$ cat config.mk
export PLATFORM = sky130hd
export DESIGN_NAME = lbd_decoder
export DESIGN_NICKNAME = d
export VERILOG_FILES = /design/src/rtl/lbd_decoder.v
export VERILOG_INCLUDE_DIRS = /design/src /design/src/rtl
export SDC_FILE = /design/constraint.sdc
export NUM_CORES = 1
export LEC_CHECK = 0
export ABC_AREA = 1
export BUFFER_PORTS_ARGS = -buffer_cell sky130_fd_sc_hd__buf_2
export CAP_MARGIN = 0
export CORE_MARGIN = 5
export CORE_UTILIZATION = 40
export DETAILED_ROUTE_END_ITERATION = 16
export MAX_ROUTING_LAYER = met4
export SETUP_SLACK_MARGIN = 0.2
export SLEW_MARGIN = 40
export SYNTH_ARGS = -nofsm -noshare
export SYNTH_HDL_FRONTEND = slang
export SYNTH_SLANG_ARGS = --single-unit
$ cat constraint.sdc
create_clock -name clk -period 5.2 [get_ports clk]
set_clock_uncertainty 0.1 [all_clocks]
set_input_delay 0.26 -clock clk [delete_from_list [all_inputs] [get_ports clk]]
set_output_delay 0.26 -clock clk [all_outputs]
set_load 0.03 [all_outputs]
$ cat src/rtl/lbd_consts.vh
`ifndef LBD_CONSTS_VH
`define LBD_CONSTS_VH

// register offsets
`define LBD_REG_CMD      8'h00
`define LBD_REG_FLAGS    8'h04
`define LBD_REG_PC       8'h08
`define LBD_REG_OPERAND  8'h0c
`define LBD_REG_STATUS   8'h10
`define LBD_REG_DECODE   8'h14
`define LBD_REG_SAVED_PC 8'h18

// flag bit positions in the flags register
`define LBD_FLAG_C 0
`define LBD_FLAG_V 1
`define LBD_FLAG_Z 2
`define LBD_FLAG_N 3

// status bit positions
`define LBD_ST_BUSY  0
`define LBD_ST_DONE  1
`define LBD_ST_TAKEN 2
`define LBD_ST_ILL   3

// reset values
`define LBD_PC_RST    32'h0000_0000
`define LBD_FLAGS_RST 4'h0

// instruction groups
`define LBD_GRP_NONE  3'h0
`define LBD_GRP_LOGIC 3'h1
`define LBD_GRP_BRA   3'h2
`define LBD_GRP_JUMP  3'h3
`define LBD_GRP_COND  3'h4
`define LBD_GRP_CALL  3'h5
`define LBD_GRP_RET   3'h6

// logical operation codes
`define LBD_LOP_AND 3'h0
`define LBD_LOP_XOR 3'h1
`define LBD_LOP_OR  3'h2
`define LBD_LOP_SHL 3'h3
`define LBD_LOP_SHR 3'h4
`define LBD_LOP_ROT 3'h5

// operand sizes
`define LBD_SZ_BYTE 2'h0
`define LBD_SZ_HALF 2'h1
`define LBD_SZ_WORD 2'h2

// branch condition codes
`define LBD_CND_CC 3'h0
`define LBD_CND_CS 3'h1
`define LBD_CND_VC 3'h2
`define LBD_CND_VS 3'h3
`define LBD_CND_EQ 3'h4
`define LBD_CND_NE 3'h5
`define LBD_CND_LT 3'h6

// completion times in processor cycles
`define LBD_CYC_NOT_TAKEN  4'd5
`define LBD_CYC_TAKEN      4'd7
`define LBD_CYC_BRANCH     4'd5
`define LBD_CYC_JUMP       4'd7
`define LBD_CYC_CALL       4'd7
`define LBD_CYC_RETURN     4'd13
`define LBD_CYC_LOGIC      4'd1

`endif

$ cat src/rtl/lbd_decoder.v
`timescale 1ns/1ps
//
// Functional notes
// - and: byte/half/word two-operand BB/BA/B8, three-address FB/FA/F8.
// - exclusive or: B7/B6/B4 two-operand, F7/F6/F4 three-address.
// - inclusive or: B3/B2/B0 two-operand, F3/F2/F0 three-address.
// - logical left shift byte D3, half D2, word D0, three operands.
// - word logical right shift D4 and word rotate D8, word size only.
// - unconditional branch, jump or return loads pc with the target.
// - conditional transfer tests flags; pc takes the target when condition holds, else advances by the byte length.
// - subroutine entry saves return address; return restores it.
// - branch 7B two bytes, 7A three bytes, jump 24 with operand.
// - 53 and 52 branch when carry clear.
// - 5B and 5A branch when carry set.
// - shared carry encodings run one identical operation.
// - 63 and 62 branch when overflow clear.
// - 6B and 6A branch when overflow set.
// - equal: 7F/6F short, 7E/6E long, duplicates identical.
// - not equal: 77/67 short, 76/66 long, duplicates identical.
// - 4B and 4A branch when signed less than.
// - short conditional: 5-10 cycles not taken, 7-14 taken.
// - long conditional: 5-10 cycles not taken, 7-12 taken.
`include "lbd_consts.vh"

module lbd_decoder (
    input  wire        clk,
    input  wire        rstn,
    input  wire [7:0]  addr,
    input  wire [31:0] wdata,
    input  wire        wr,
    input  wire        rd,
    output wire [31:0] rdata,
    output wire        busy,
    output wire [31:0] pc
);

// ----------------------------------------------------------------
// decode function
// ----------------------------------------------------------------
// result: [12] known, [11:9] group, [8:6] op or condition,
//         [5:4] size, [3] three-address, [2] long displacement,
//         [1:0] byte length of fixed-length transfers
function [12:0] lbd_decode;
    input [7:0] op;
    begin
        lbd_decode = 13'h0000;
        case (op)
            8'hbb: lbd_decode = {1'b1, `LBD_GRP_LOGIC, `LBD_LOP_AND, `LBD_SZ_BYTE, 4'h0};
            8'hba: lbd_decode = {1'b1, `LBD_GRP_LOGIC, `LBD_LOP_AND, `LBD_SZ_HALF, 4'h0};
            8'hb8: lbd_decode = {1'b1, `LBD_GRP_LOGIC, `LBD_LOP_AND, `LBD_SZ_WORD, 4'h0};
            8'hfb: lbd_decode = {1'b1, `LBD_GRP_LOGIC, `LBD_LOP_AND, `LBD_SZ_BYTE, 4'h8};
            8'hfa: lbd_decode = {1'b1, `LBD_GRP_LOGIC, `LBD_LOP_AND, `LBD_SZ_HALF, 4'h8};
            8'hf8: lbd_decode = {1'b1, `LBD_GRP_LOGIC, `LBD_LOP_AND, `LBD_SZ_WORD, 4'h8};
            8'hb7: lbd_decode = {1'b1, `LBD_GRP_LOGIC, `LBD_LOP_XOR, `LBD_SZ_BYTE, 4'h0};
            8'hb6: lbd_decode = {1'b1, `LBD_GRP_LOGIC, `LBD_LOP_XOR, `LBD_SZ_HALF, 4'h0};
            8'hb4: lbd_decode = {1'b1, `LBD_GRP_LOGIC, `LBD_LOP_XOR, `LBD_SZ_WORD, 4'h0};
            8'hf7: lbd_decode = {1'b1, `LBD_GRP_LOGIC, `LBD_LOP_XOR, `LBD_SZ_BYTE, 4'h8};
            8'hf6: lbd_decode = {1'b1, `LBD_GRP_LOGIC, `LBD_LOP_XOR, `LBD_SZ_HALF, 4'h8};
            8'hf4: lbd_decode = {1'b1, `LBD_GRP_LOGIC, `LBD_LOP_XOR, `LBD_SZ_WORD, 4'h8};
            8'hb3: lbd_decode = {1'b1, `LBD_GRP_LOGIC, `LBD_LOP_OR,  `LBD_SZ_BYTE, 4'h0};
            8'hb2: lbd_decode = {1'b1, `LBD_GRP_LOGIC, `LBD_LOP_OR,  `LBD_SZ_HALF, 4'h0};
            8'hb0: lbd_decode = {1'b1, `LBD_GRP_LOGIC, `LBD_LOP_OR,  `LBD_SZ_WORD, 4'h0};
            8'hf3: lbd_decode = {1'b1, `LBD_GRP_LOGIC, `LBD_LOP_OR,  `LBD_SZ_BYTE, 4'h8};
            8'hf2: lbd_decode = {1'b1, `LBD_GRP_LOGIC, `LBD_LOP_OR,  `LBD_SZ_HALF, 4'h8};
            8'hf0: lbd_decode = {1'b1, `LBD_GRP_LOGIC, `LBD_LOP_OR,  `LBD_SZ_WORD, 4'h8};
            8'hd3: lbd_decode = {1'b1, `LBD_GRP_LOGIC, `LBD_LOP_SHL, `LBD_SZ_BYTE, 4'h8};
            8'hd2: lbd_decode = {1'b1, `LBD_GRP_LOGIC, `LBD_LOP_SHL, `LBD_SZ_HALF, 4'h8};
            8'hd0: lbd_decode = {1'b1, `LBD_GRP_LOGIC, `LBD_LOP_SHL, `LBD_SZ_WORD, 4'h8};
            8'hd4: lbd_decode = {1'b1, `LBD_GRP_LOGIC, `LBD_LOP_SHR, `LBD_SZ_WORD, 4'h8};
            8'hd8: lbd_decode = {1'b1, `LBD_GRP_LOGIC, `LBD_LOP_ROT, `LBD_SZ_WORD, 4'h8};
            8'h7b: lbd_decode = {1'b1, `LBD_GRP_BRA,  3'h0, 2'h0, 4'h2};
            8'h7a: lbd_decode = {1'b1, `LBD_GRP_BRA,  3'h0, 2'h0, 4'h7};
            8'h24: lbd_decode = {1'b1, `LBD_GRP_JUMP, 3'h0, `LBD_SZ_WORD, 4'h0};
            // shared encodings map to a single condition code
            8'h53: lbd_decode = {1'b1, `LBD_GRP_COND, `LBD_CND_CC, 2'h0, 4'h2};
            8'h52: lbd_decode = {1'b1, `LBD_GRP_COND, `LBD_CND_CC, 2'h0, 4'h7};
            8'h5b: lbd_decode = {1'b1, `LBD_GRP_COND, `LBD_CND_CS, 2'h0, 4'h2};
            8'h5a: lbd_decode = {1'b1, `LBD_GRP_COND, `LBD_CND_CS, 2'h0, 4'h7};
            8'h63: lbd_decode = {1'b1, `LBD_GRP_COND, `LBD_CND_VC, 2'h0, 4'h2};
            8'h62: lbd_decode = {1'b1, `LBD_GRP_COND, `LBD_CND_VC, 2'h0, 4'h7};
            8'h6b: lbd_decode = {1'b1, `LBD_GRP_COND, `LBD_CND_VS, 2'h0, 4'h2};
            8'h6a: lbd_decode = {1'b1, `LBD_GRP_COND, `LBD_CND_VS, 2'h0, 4'h7};
            8'h7f,
            8'h6f: lbd_decode = {1'b1, `LBD_GRP_COND, `LBD_CND_EQ, 2'h0, 4'h2};
            8'h7e,
            8'h6e: lbd_decode = {1'b1, `LBD_GRP_COND, `LBD_CND_EQ, 2'h0, 4'h7};
            8'h77,
            8'h67: lbd_decode = {1'b1, `LBD_GRP_COND, `LBD_CND_NE, 2'h0, 4'h2};
            8'h76,
            8'h66: lbd_decode = {1'b1, `LBD_GRP_COND, `LBD_CND_NE, 2'h0, 4'h7};
            8'h4b: lbd_decode = {1'b1, `LBD_GRP_COND, `LBD_CND_LT, 2'h0, 4'h2};
            8'h4a: lbd_decode = {1'b1, `LBD_GRP_COND, `LBD_CND_LT, 2'h0, 4'h7};
            8'h37: lbd_decode = {1'b1, `LBD_GRP_CALL, 3'h0, 2'h0, 4'h2};
            8'h36: lbd_decode = {1'b1, `LBD_GRP_CALL, 3'h0, 2'h0, 4'h7};
            8'h78: lbd_decode = {1'b1, `LBD_GRP_RET,  3'h0, 2'h0, 4'h1};
            default: lbd_decode = 13'h0000;
        endcase
    end
endfunction

// ----------------------------------------------------------------
// condition test
// ----------------------------------------------------------------
function lbd_cond_true;
    input [2:0] cnd;
    input [3:0] fl;
    begin
        case (cnd)
            `LBD_CND_CC: lbd_cond_true = ~fl[`LBD_FLAG_C];
            `LBD_CND_CS: lbd_cond_true = fl[`LBD_FLAG_C];
            `LBD_CND_VC: lbd_cond_true = ~fl[`LBD_FLAG_V];
            `LBD_CND_VS: lbd_cond_true = fl[`LBD_FLAG_V];
            `LBD_CND_EQ: lbd_cond_true = fl[`LBD_FLAG_Z];
            `LBD_CND_NE: lbd_cond_true = ~fl[`LBD_FLAG_Z];
            `LBD_CND_LT: lbd_cond_true = fl[`LBD_FLAG_N] ^ fl[`LBD_FLAG_V];
            default:     lbd_cond_true = 1'b0;
        endcase
    end
endfunction

// ----------------------------------------------------------------
// sequential successor
// ----------------------------------------------------------------
// variable-length forms carry length zero, so pc stays put for them
function [31:0] lbd_next_pc;
    input [31:0] base;
    input [1:0]  len;
    begin
        lbd_next_pc = base + {30'h0, len};
    end
endfunction

// ----------------------------------------------------------------
// state
// ----------------------------------------------------------------
localparam ST_IDLE = 1'b0;
localparam ST_RUN  = 1'b1;

reg         state_ff;
reg  [3:0]  cnt_ff;
reg  [7:0]  opcode_ff;
reg  [12:0] dec_ff;
reg  [3:0]  flags_ff;
reg  [31:0] pc_ff;
reg  [31:0] operand_ff;
reg  [31:0] saved_pc_ff;
reg  [31:0] target_ff;
reg         load_ff;
reg         done_ff;
reg         taken_ff;
reg         ill_ff;
reg  [31:0] rdata_ff;

reg         nxt_state;
reg  [3:0]  nxt_cnt;
reg         nxt_load;
reg         nxt_taken;
reg  [31:0] nxt_target;
reg  [31:0] nxt_rdata;

wire [12:0] cmd_dec   = lbd_decode(wdata[7:0]);
wire        start     = wr && (addr == `LBD_REG_CMD) && (state_ff == ST_IDLE);
wire [2:0]  cmd_grp   = cmd_dec[11:9];
wire [2:0]  cmd_cnd   = cmd_dec[8:6];
wire        cmd_long  = cmd_dec[2];
wire [31:0] disp      = cmd_long ? {{16{operand_ff[15]}}, operand_ff[15:0]}
                                 : {{24{operand_ff[7]}}, operand_ff[7:0]};
wire [31:0] seq_pc    = lbd_next_pc(pc_ff, cmd_dec[1:0]);
wire        cnd_hold  = lbd_cond_true(cmd_cnd, flags_ff);
wire        finish    = (state_ff == ST_RUN) && (cnt_ff == 4'h0);

assign busy = (state_ff == ST_RUN);
assign pc   = pc_ff;

// ----------------------------------------------------------------
// issue: pick target and completion time on command write
// ----------------------------------------------------------------
always @* begin
    nxt_load   = 1'b0;
    nxt_taken  = 1'b0;
    nxt_target = pc_ff;
    nxt_cnt    = `LBD_CYC_LOGIC - 4'd1;
    case (cmd_grp)
        `LBD_GRP_BRA: begin
            nxt_load   = 1'b1;
            nxt_taken  = 1'b1;
            nxt_target = pc_ff + disp;
            nxt_cnt    = `LBD_CYC_BRANCH - 4'd1;
        end
        `LBD_GRP_JUMP: begin
            nxt_load   = 1'b1;
            nxt_taken  = 1'b1;
            nxt_target = operand_ff;
            nxt_cnt    = `LBD_CYC_JUMP - 4'd1;
        end
        `LBD_GRP_COND: begin
            nxt_load   = 1'b1;
            nxt_taken  = cnd_hold;
            nxt_target = cnd_hold ? pc_ff + disp : seq_pc;
            nxt_cnt    = cnd_hold ? `LBD_CYC_TAKEN - 4'd1
                                  : `LBD_CYC_NOT_TAKEN - 4'd1;
        end
        `LBD_GRP_CALL: begin
            nxt_load   = 1'b1;
            nxt_taken  = 1'b1;
            nxt_target = pc_ff + disp;
            nxt_cnt    = `LBD_CYC_CALL - 4'd1;
        end
        `LBD_GRP_RET: begin
            nxt_load   = 1'b1;
            nxt_taken  = 1'b1;
            nxt_target = saved_pc_ff;
            nxt_cnt    = `LBD_CYC_RETURN - 4'd1;
        end
        default: begin
            nxt_load   = 1'b0;
        end
    endcase
end

always @* begin
    nxt_state = state_ff;
    case (state_ff)
        ST_IDLE: begin
            if (start && cmd_dec[12]) begin
                nxt_state = ST_RUN;
            end
        end
        ST_RUN: begin
            if (cnt_ff == 4'h0) begin
                nxt_state = ST_IDLE;
            end
        end
        default: nxt_state = ST_IDLE;
    endcase
end

// ----------------------------------------------------------------
// sequencer
// ----------------------------------------------------------------
always @(posedge clk or negedge rstn) begin
    if (!rstn) begin
        state_ff <= ST_IDLE;
        cnt_ff   <= 4'h0;
    end else begin
        state_ff <= nxt_state;
        if (start) begin
            cnt_ff <= nxt_cnt;
        end else if (state_ff == ST_RUN) begin
            cnt_ff <= cnt_ff - 4'd1;
        end
    end
end

// ----------------------------------------------------------------
// issue capture
// ----------------------------------------------------------------
always @(posedge clk or negedge rstn) begin
    if (!rstn) begin
        opcode_ff <= 8'h00;
        dec_ff    <= 13'h0000;
        target_ff <= 32'h0000_0000;
        load_ff   <= 1'b0;
    end else if (start) begin
        opcode_ff <= wdata[7:0];
        dec_ff    <= cmd_dec;
        target_ff <= nxt_target;
        load_ff   <= nxt_load;
    end
end

// ----------------------------------------------------------------
// status
// ----------------------------------------------------------------
always @(posedge clk or negedge rstn) begin
    if (!rstn) begin
        done_ff  <= 1'b0;
        taken_ff <= 1'b0;
        ill_ff   <= 1'b0;
    end else if (start) begin
        done_ff  <= 1'b0;
        // fixed at issue: a taken branch may land on pc+len anyway
        taken_ff <= nxt_taken;
        ill_ff   <= ~cmd_dec[12];
    end else if (finish) begin
        done_ff  <= 1'b1;
    end
end

// ----------------------------------------------------------------
// program counter and return address
// ----------------------------------------------------------------
always @(posedge clk or negedge rstn) begin
    if (!rstn) begin
        pc_ff <= `LBD_PC_RST;
    end else if (finish) begin
        if (load_ff) begin
            pc_ff <= target_ff;
        end
    end else if (wr && addr == `LBD_REG_PC && state_ff == ST_IDLE) begin
        pc_ff <= wdata;
    end
end

// one return address only: a nested call overwrites it
always @(posedge clk or negedge rstn) begin
    if (!rstn) begin
        saved_pc_ff <= 32'h0000_0000;
    end else if (start && cmd_dec[12] && cmd_grp == `LBD_GRP_CALL) begin
        saved_pc_ff <= seq_pc;
    end
end

// ----------------------------------------------------------------
// software registers
// ----------------------------------------------------------------
// flags are only written by software; no transfer touches them
always @(posedge clk or negedge rstn) begin
    if (!rstn) begin
        flags_ff   <= `LBD_FLAGS_RST;
        operand_ff <= 32'h0000_0000;
    end else if (wr && state_ff == ST_IDLE) begin
        if (addr == `LBD_REG_FLAGS) begin
            flags_ff <= wdata[3:0];
        end
        if (addr == `LBD_REG_OPERAND) begin
            operand_ff <= wdata;
        end
    end
end

// ----------------------------------------------------------------
// read port
// ----------------------------------------------------------------
// zero outside the read slot so a late sampler sees no stale word
always @* begin
    nxt_rdata = 32'h0000_0000;
    if (rd) begin
        case (addr)
            `LBD_REG_CMD:      nxt_rdata = {24'h0, opcode_ff};
            `LBD_REG_FLAGS:    nxt_rdata = {28'h0, flags_ff};
            `LBD_REG_PC:       nxt_rdata = pc_ff;
            `LBD_REG_OPERAND:  nxt_rdata = operand_ff;
            `LBD_REG_STATUS:   nxt_rdata = {28'h0, ill_ff, taken_ff & done_ff, done_ff,
                                            busy};
            `LBD_REG_DECODE:   nxt_rdata = {19'h0, dec_ff};
            `LBD_REG_SAVED_PC: nxt_rdata = saved_pc_ff;
            default:           nxt_rdata = 32'h0000_0000;
        endcase
    end
end

always @(posedge clk or negedge rstn) begin
    if (!rstn) begin
        rdata_ff <= 32'h0000_0000;
    end else begin
        rdata_ff <= nxt_rdata;
    end
end

assign rdata = rdata_ff;

endmodule

; ---- After elaboration in Yosys (flattened, before gate mapping)
; Cells that the tools add are included.
[word_totals]
rom_bits = 0
ramBits = 0
elab_cells = 135
n_memories = 0
register_bits = 194
output_inout_bits = 65
latch_bits = 0
[classes]
n_shift = 0
eq_ne = 65
n_mux = 21
bitwise_logic = 7
multipliers = 0
order_cmp = 0
div_mod_pow = 0
add_sub_neg = 3
n_reduce_logical = 25
[op_table]
columns = operator, count
row1 = $pmux 13 s43, 1
row2 = $pmux 32 s7, 1
row3 = $mux 32, 6
row4 = $eq 8x8->1 const B, 23
row5 = $eq 8x7->1 const B, 21
row6 = $pmux 32 s4, 1
row7 = $add 32x2->32, 1
row8 = $add 32x32->32, 1
row9 = $eq 8x5->1 const B, 3
row10 = $eq 8x6->1 const B, 3
row11 = $eq 3x3->1 const B, 6
row12 = $eq 8x4->1 const B, 2
row13 = $pmux 4 s4, 1
row14 = $eq 3x2->1 const B, 4
row15 = $reduce_or 2->1, 6
row16 = $eq 8x3->1 const B, 1
row17 = $logic_and 1x1->1, 8
row18 = $logic_not 8->1, 1
row19 = $mux 4, 2
row20 = $pmux 1 s7, 1
row21 = $reduce_and 2->1, 3
row22 = $reduce_bool 2->1, 3
row23 = $mux 1, 5
row24 = $not 1->1, 5
row25 = other kinds (11), 12

; ---- Longest topological paths before layout
[depth]
ltp_word = 8
depth_mapped = 27

; ---- Worst setup path before layout
; No wires, ideal clock.
[synth_path]
kind = in2reg
from = input port wdata[1]
to = register target_ff[25]
n_path_buf = 1
path_stages = 22
t_arrival_ns = 2.994
setup_slack_ns = 1.990
cell_sequence = buf_4 nand2_1 nor2_1 and2_1 nor3_1 nand3b_1 or2_2 ha_1 nand2_1 o21ai_2 nand3_1 nor2_1 nand2_1 nor2_1 xor2_1 inv_1 nand2_1 o21ai_0 inv_1 nand2_1 nand2_1 nand2_1
[synth_via]
elab_cells_between_ends = 71
[synth_lines]
columns = element, line
row1 = from (decl), lbd_decoder.v:29  ; input wire [31:0] wdata,
row2 = $eq 8x7->1, lbd_decoder.v:47  ; case (op)
row3 = $reduce_or 2->1, lbd_decoder.v:47
row4 = $pmux 13 s43 (*), lbd_decoder.v:47
row5 = net cmd_dec[1], lbd_decoder.v:161  ; wire [12:0] cmd_dec = lbd_decode(wdata[7:0]);
row6 = $add 32x2->32 (*), lbd_decoder.v:129  ; lbd_next_pc = base + {30'h0, len};
row7 = $mux 32 (*), lbd_decoder.v:199  ; nxt_target = cnd_hold ? pc_ff + disp : seq_pc;
row8 = $pmux 32 s4 (*), lbd_decoder.v:183  ; case (cmd_grp)
row9 = to (signal assigned), lbd_decoder.v:267  ; target_ff <= nxt_target;
row10 = to (decl), lbd_decoder.v:147  ; reg [31:0] target_ff;
; The timed path passes the listed nets; every way through them passes the cells marked *.
; A chain may end at the register's enable or synchronous reset.

; ---- Worst setup path after layout
[layout_path]
from = input port wdata[5]
to = register target_ff[16]
[layout_via]
elab_chain_len = 7
elab_cells_between_ends = 71
[layout_rtl]
columns = element, line
row1 = $eq 8x7->1, lbd_decoder.v:47
row2 = $reduce_or 2->1, lbd_decoder.v:47
row3 = $pmux 13 s43 (*), lbd_decoder.v:47
row4 = "$mux 32, or another cell as far along", lbd_decoder.v:166  ; wire [31:0] disp = cmd_long ? {{16{operand_ff[15]}}, operand_ff[15:0]}
row5 = $add 32x32->32 or $pmux 1 s7 (tied branches), -
row6 = $mux 32, lbd_decoder.v:199
row7 = $pmux 32 s4 (*), lbd_decoder.v:183
; Every way passes the cells marked *; elsewhere a longest branch is shown, timed or not.

==> out/metrics.cfg <==
[status]
status = finished, final reports clean

[placement]
portBuffers = 108
dp_worst_setup_slack_ps = 370.1
hpwl_um = 36960
placed_cell_area_um2 = 14080
dp.cells = 2437
routabilityCongestion = 1.034

[clock_tree]
clock_latency_ps = 460
numCtsBuffers = 17
htree_levels = 4
cts_buffer_depth = 2
cts.clk_slew.worst_paths_ps = 70
ctsRootBufferMaster = clkbuf_16
cts_num_sinks = 194
tritoncts = done
cts_setup_buffers = 0
cts-resized-gates = 0
hold_buffers = 20

[worst_hold_path]
holdPathEnd = operand_ff[16]
hp-start = wdata[16]
hp-class = input pin to flop
whs_path_depth = 3

[logic_synthesis]
yosysMostFrequentCell = nand2_1
yosysTopAreaCell = dfrtp_1
synth.top_cells.by_count = nand2_1 (560), inv_1 (281), o21ai_0 (205), dfrtp_1 (194), nor2_1 (189)
synth_sequential_area_ratio = 0.3719
ys_warn_count = 0
synth_top_area_share = 0.3719
yosys-top-cells-area = dfrtp_1 (37%), nand2_1 (16%), inv_1 (8.1%)
synthesis.instances = 1928
synth_ff_type = dfrtp_1
syn-num-nets = 2010
avgSynthCellArea_um2 = 6.771
yosysUniqueCellTypes = 52
synth_edf_count = 0
async_flop_share = 1.000
synth.ff_latch_count = 194
synthesis.area_um2 = 13050

[timing]
report.final.slew_viol_count = 0
hold_violations = 0
period_share = 0.8844
setup_slack_ps = 601.2
worst_pin_slew_ps = 858.8
rsz0062_at_grt = no
fmax_mhz = 217.4
setup_viol = 0
min_period_ps = 4599
max-slew-margin-rel = 0.4257
whs_ps = 24.92
tns_ps = 0

[critical_path]
cp.arrival_ps = 4850
cp-end-kind = flop
critPathKind = input pin to flop
rr_endpoint = target_ff[16]
rr_worst_depth = 15
crit_fanout = 16
r2r_start = operand_ff[7]
regToRegSetupSlack_ps = 910
required_ps = 5450
cp-start-kind = input pin

[die]
initial_core_util = 0.4033
dieWidth_um = 190.7
die-area_um2 = 36350
core_area_um2 = 32370
rows = 66
die-height_um = 190.7
boundaryPins = 109

[power_and_ir_drop]
power.total_mw = 3.465
power_density_nw_per_um2 = 233.0
leakage_nw = 7.735
irDropWorstVdd_uv = 242.8

[layout]
finalNonFillerCells = 2489
area_growth_pct = 13.94
utilization = 0.4595
n_fill_cell = 3462
nNetsFinal = 2116
multi_input_area_um2 = 6830
diodes = 0
final_cell_area_um2 = 14870
seq_area_um2 = 4855
layout-drive-gt1-share = 0.09331

[route]
vias = 13600
wl_per_cell_um = 20.30
drt_iter0_markers = 1566
route.detailed.drc = 0
routed_wirelength_um = 50530
ant_nets = 0
via_per_inst = 5.465
drtPass1Iterations = 8

[grt]
grt-ovfl-total = 0
groute.usage.overall = 0.2863
grt_first_pass_wirelength_um = 77830
antenna_found_initial = 1
grt_pass1_vias = 13070
grt_start_max_net_pins = 115

[run]
cap_violations = 0

==> placed cells by master (no fill, tap or decap), drive strengths merged, types with 11 or more instances in the layout <==
| cell | n |
|---|---|
| inv | 293 |
| dlygate4sd3 | 20 |
| nand2 | 566 |
| nand4 | 20 |
| clkbuf | 22 |
| o22ai | 30 |
| a21oi | 64 |
| dfrtp | 194 |
| ha | 36 |
| nand3 | 88 |
| o211ai | 41 |
| buf | 131 |
| o21ai | 207 |
| nor2 | 191 |
| xor2 | 36 |
| a221oi | 11 |
| nor3 | 26 |
==> final cells by class <==
cell class | count | share of cell area
Multi-Input combinational cell | 1375 | 0.4592
Sequential cell | 194 | 0.3264
Inverter | 294 | 0.07420
Timing Repair Buffer | 152 | 0.06335
Tap cell | 442 | 0.03718
Clock buffer | 21 | 0.03096
Clock inverter | 11 | 0.008665
==> registers in the layout, indices dropped and copies added, names as in the netlist <==
| register | cells |
|---|---|
| operand_ff | 32 |
| pc | 32 |
| rdata | 32 |
| saved_pc_ff | 32 |
| target_ff | 32 |
| dec_ff | 13 |
| opcode_ff | 8 |
| cnt_ff | 4 |
| flags_ff | 4 |
| busy | 1 |
| done_ff | 1 |
| ill_ff | 1 |
| load_ff | 1 |
| taken_ff | 1 |
==> critical path, cell delays in order <==
cell	delay, ps
buf_2	130
inv_1	150
nand2_1	100
nor3_1	420
nand2_1	130
nand2_1	90
nor2_1	70
nand3_1	360
nand2_1	140
inv_1	520
ha_1	410
a21oi_1	240
o21ai_0	290
a21oi_1	430
nand2_1	230
xnor2_1	340
nor2_1	120
nor3_1	160
nand3_1	100
nand2_1	90
nand2_1	60
==> worst max path at each step <==
stage	start	to	slack [ps]	cells past startpoint
after CTS	wdata[5]	target_ff[16]	850	21
after detailed placement	wdata[5]	target_ff[16]	370	21
after global placement	wdata[2]	target_ff[16]	410	21
final	wdata[5]	target_ff[16]	600	21
after floorplan	wdata[1]	target_ff[25]	1990	22
after global routing	wdata[5]	target_ff[16]	490	21
==> power breakdown <==
group / switching (mW) / leakage [nW] / internal (mW)
clock: 0.631 / 0.289 / 0.739
combinational: 0.329 / 4.87 / 0.144
sequential: 0.0657 / 2.58 / 1.56
total: 1.03 / 7.74 / 2.44
==> metal layers <==
metal | vias up | share of wire | global-route usage
met5 | - | 0 | -
met2 | 623 | 0.44 | 0.4246
met4 | 0 | 0.029 | 0.08702
li1 | 6442 | - | -
met1 | 6447 | 0.45 | 0.4053
met3 | 91 | 0.086 | 0.04522
==> cells by family (layout without fill, tap and decap cells) <==
kind of cell             count (synthesis)  in the layout  synth area share
AO/OA/AOI/OAI                          387            387            0.1700
flip-flops                             194            194            0.3719
adder cells (fa/ha/maj)                 38             38           0.03757
AND/OR/NAND/NOR                        906            906            0.2847
buffers and inverters                  359            478            0.1063
XOR/XNOR                                44             44           0.02952
No activity file was read; power rests on OpenSTA's default activity.
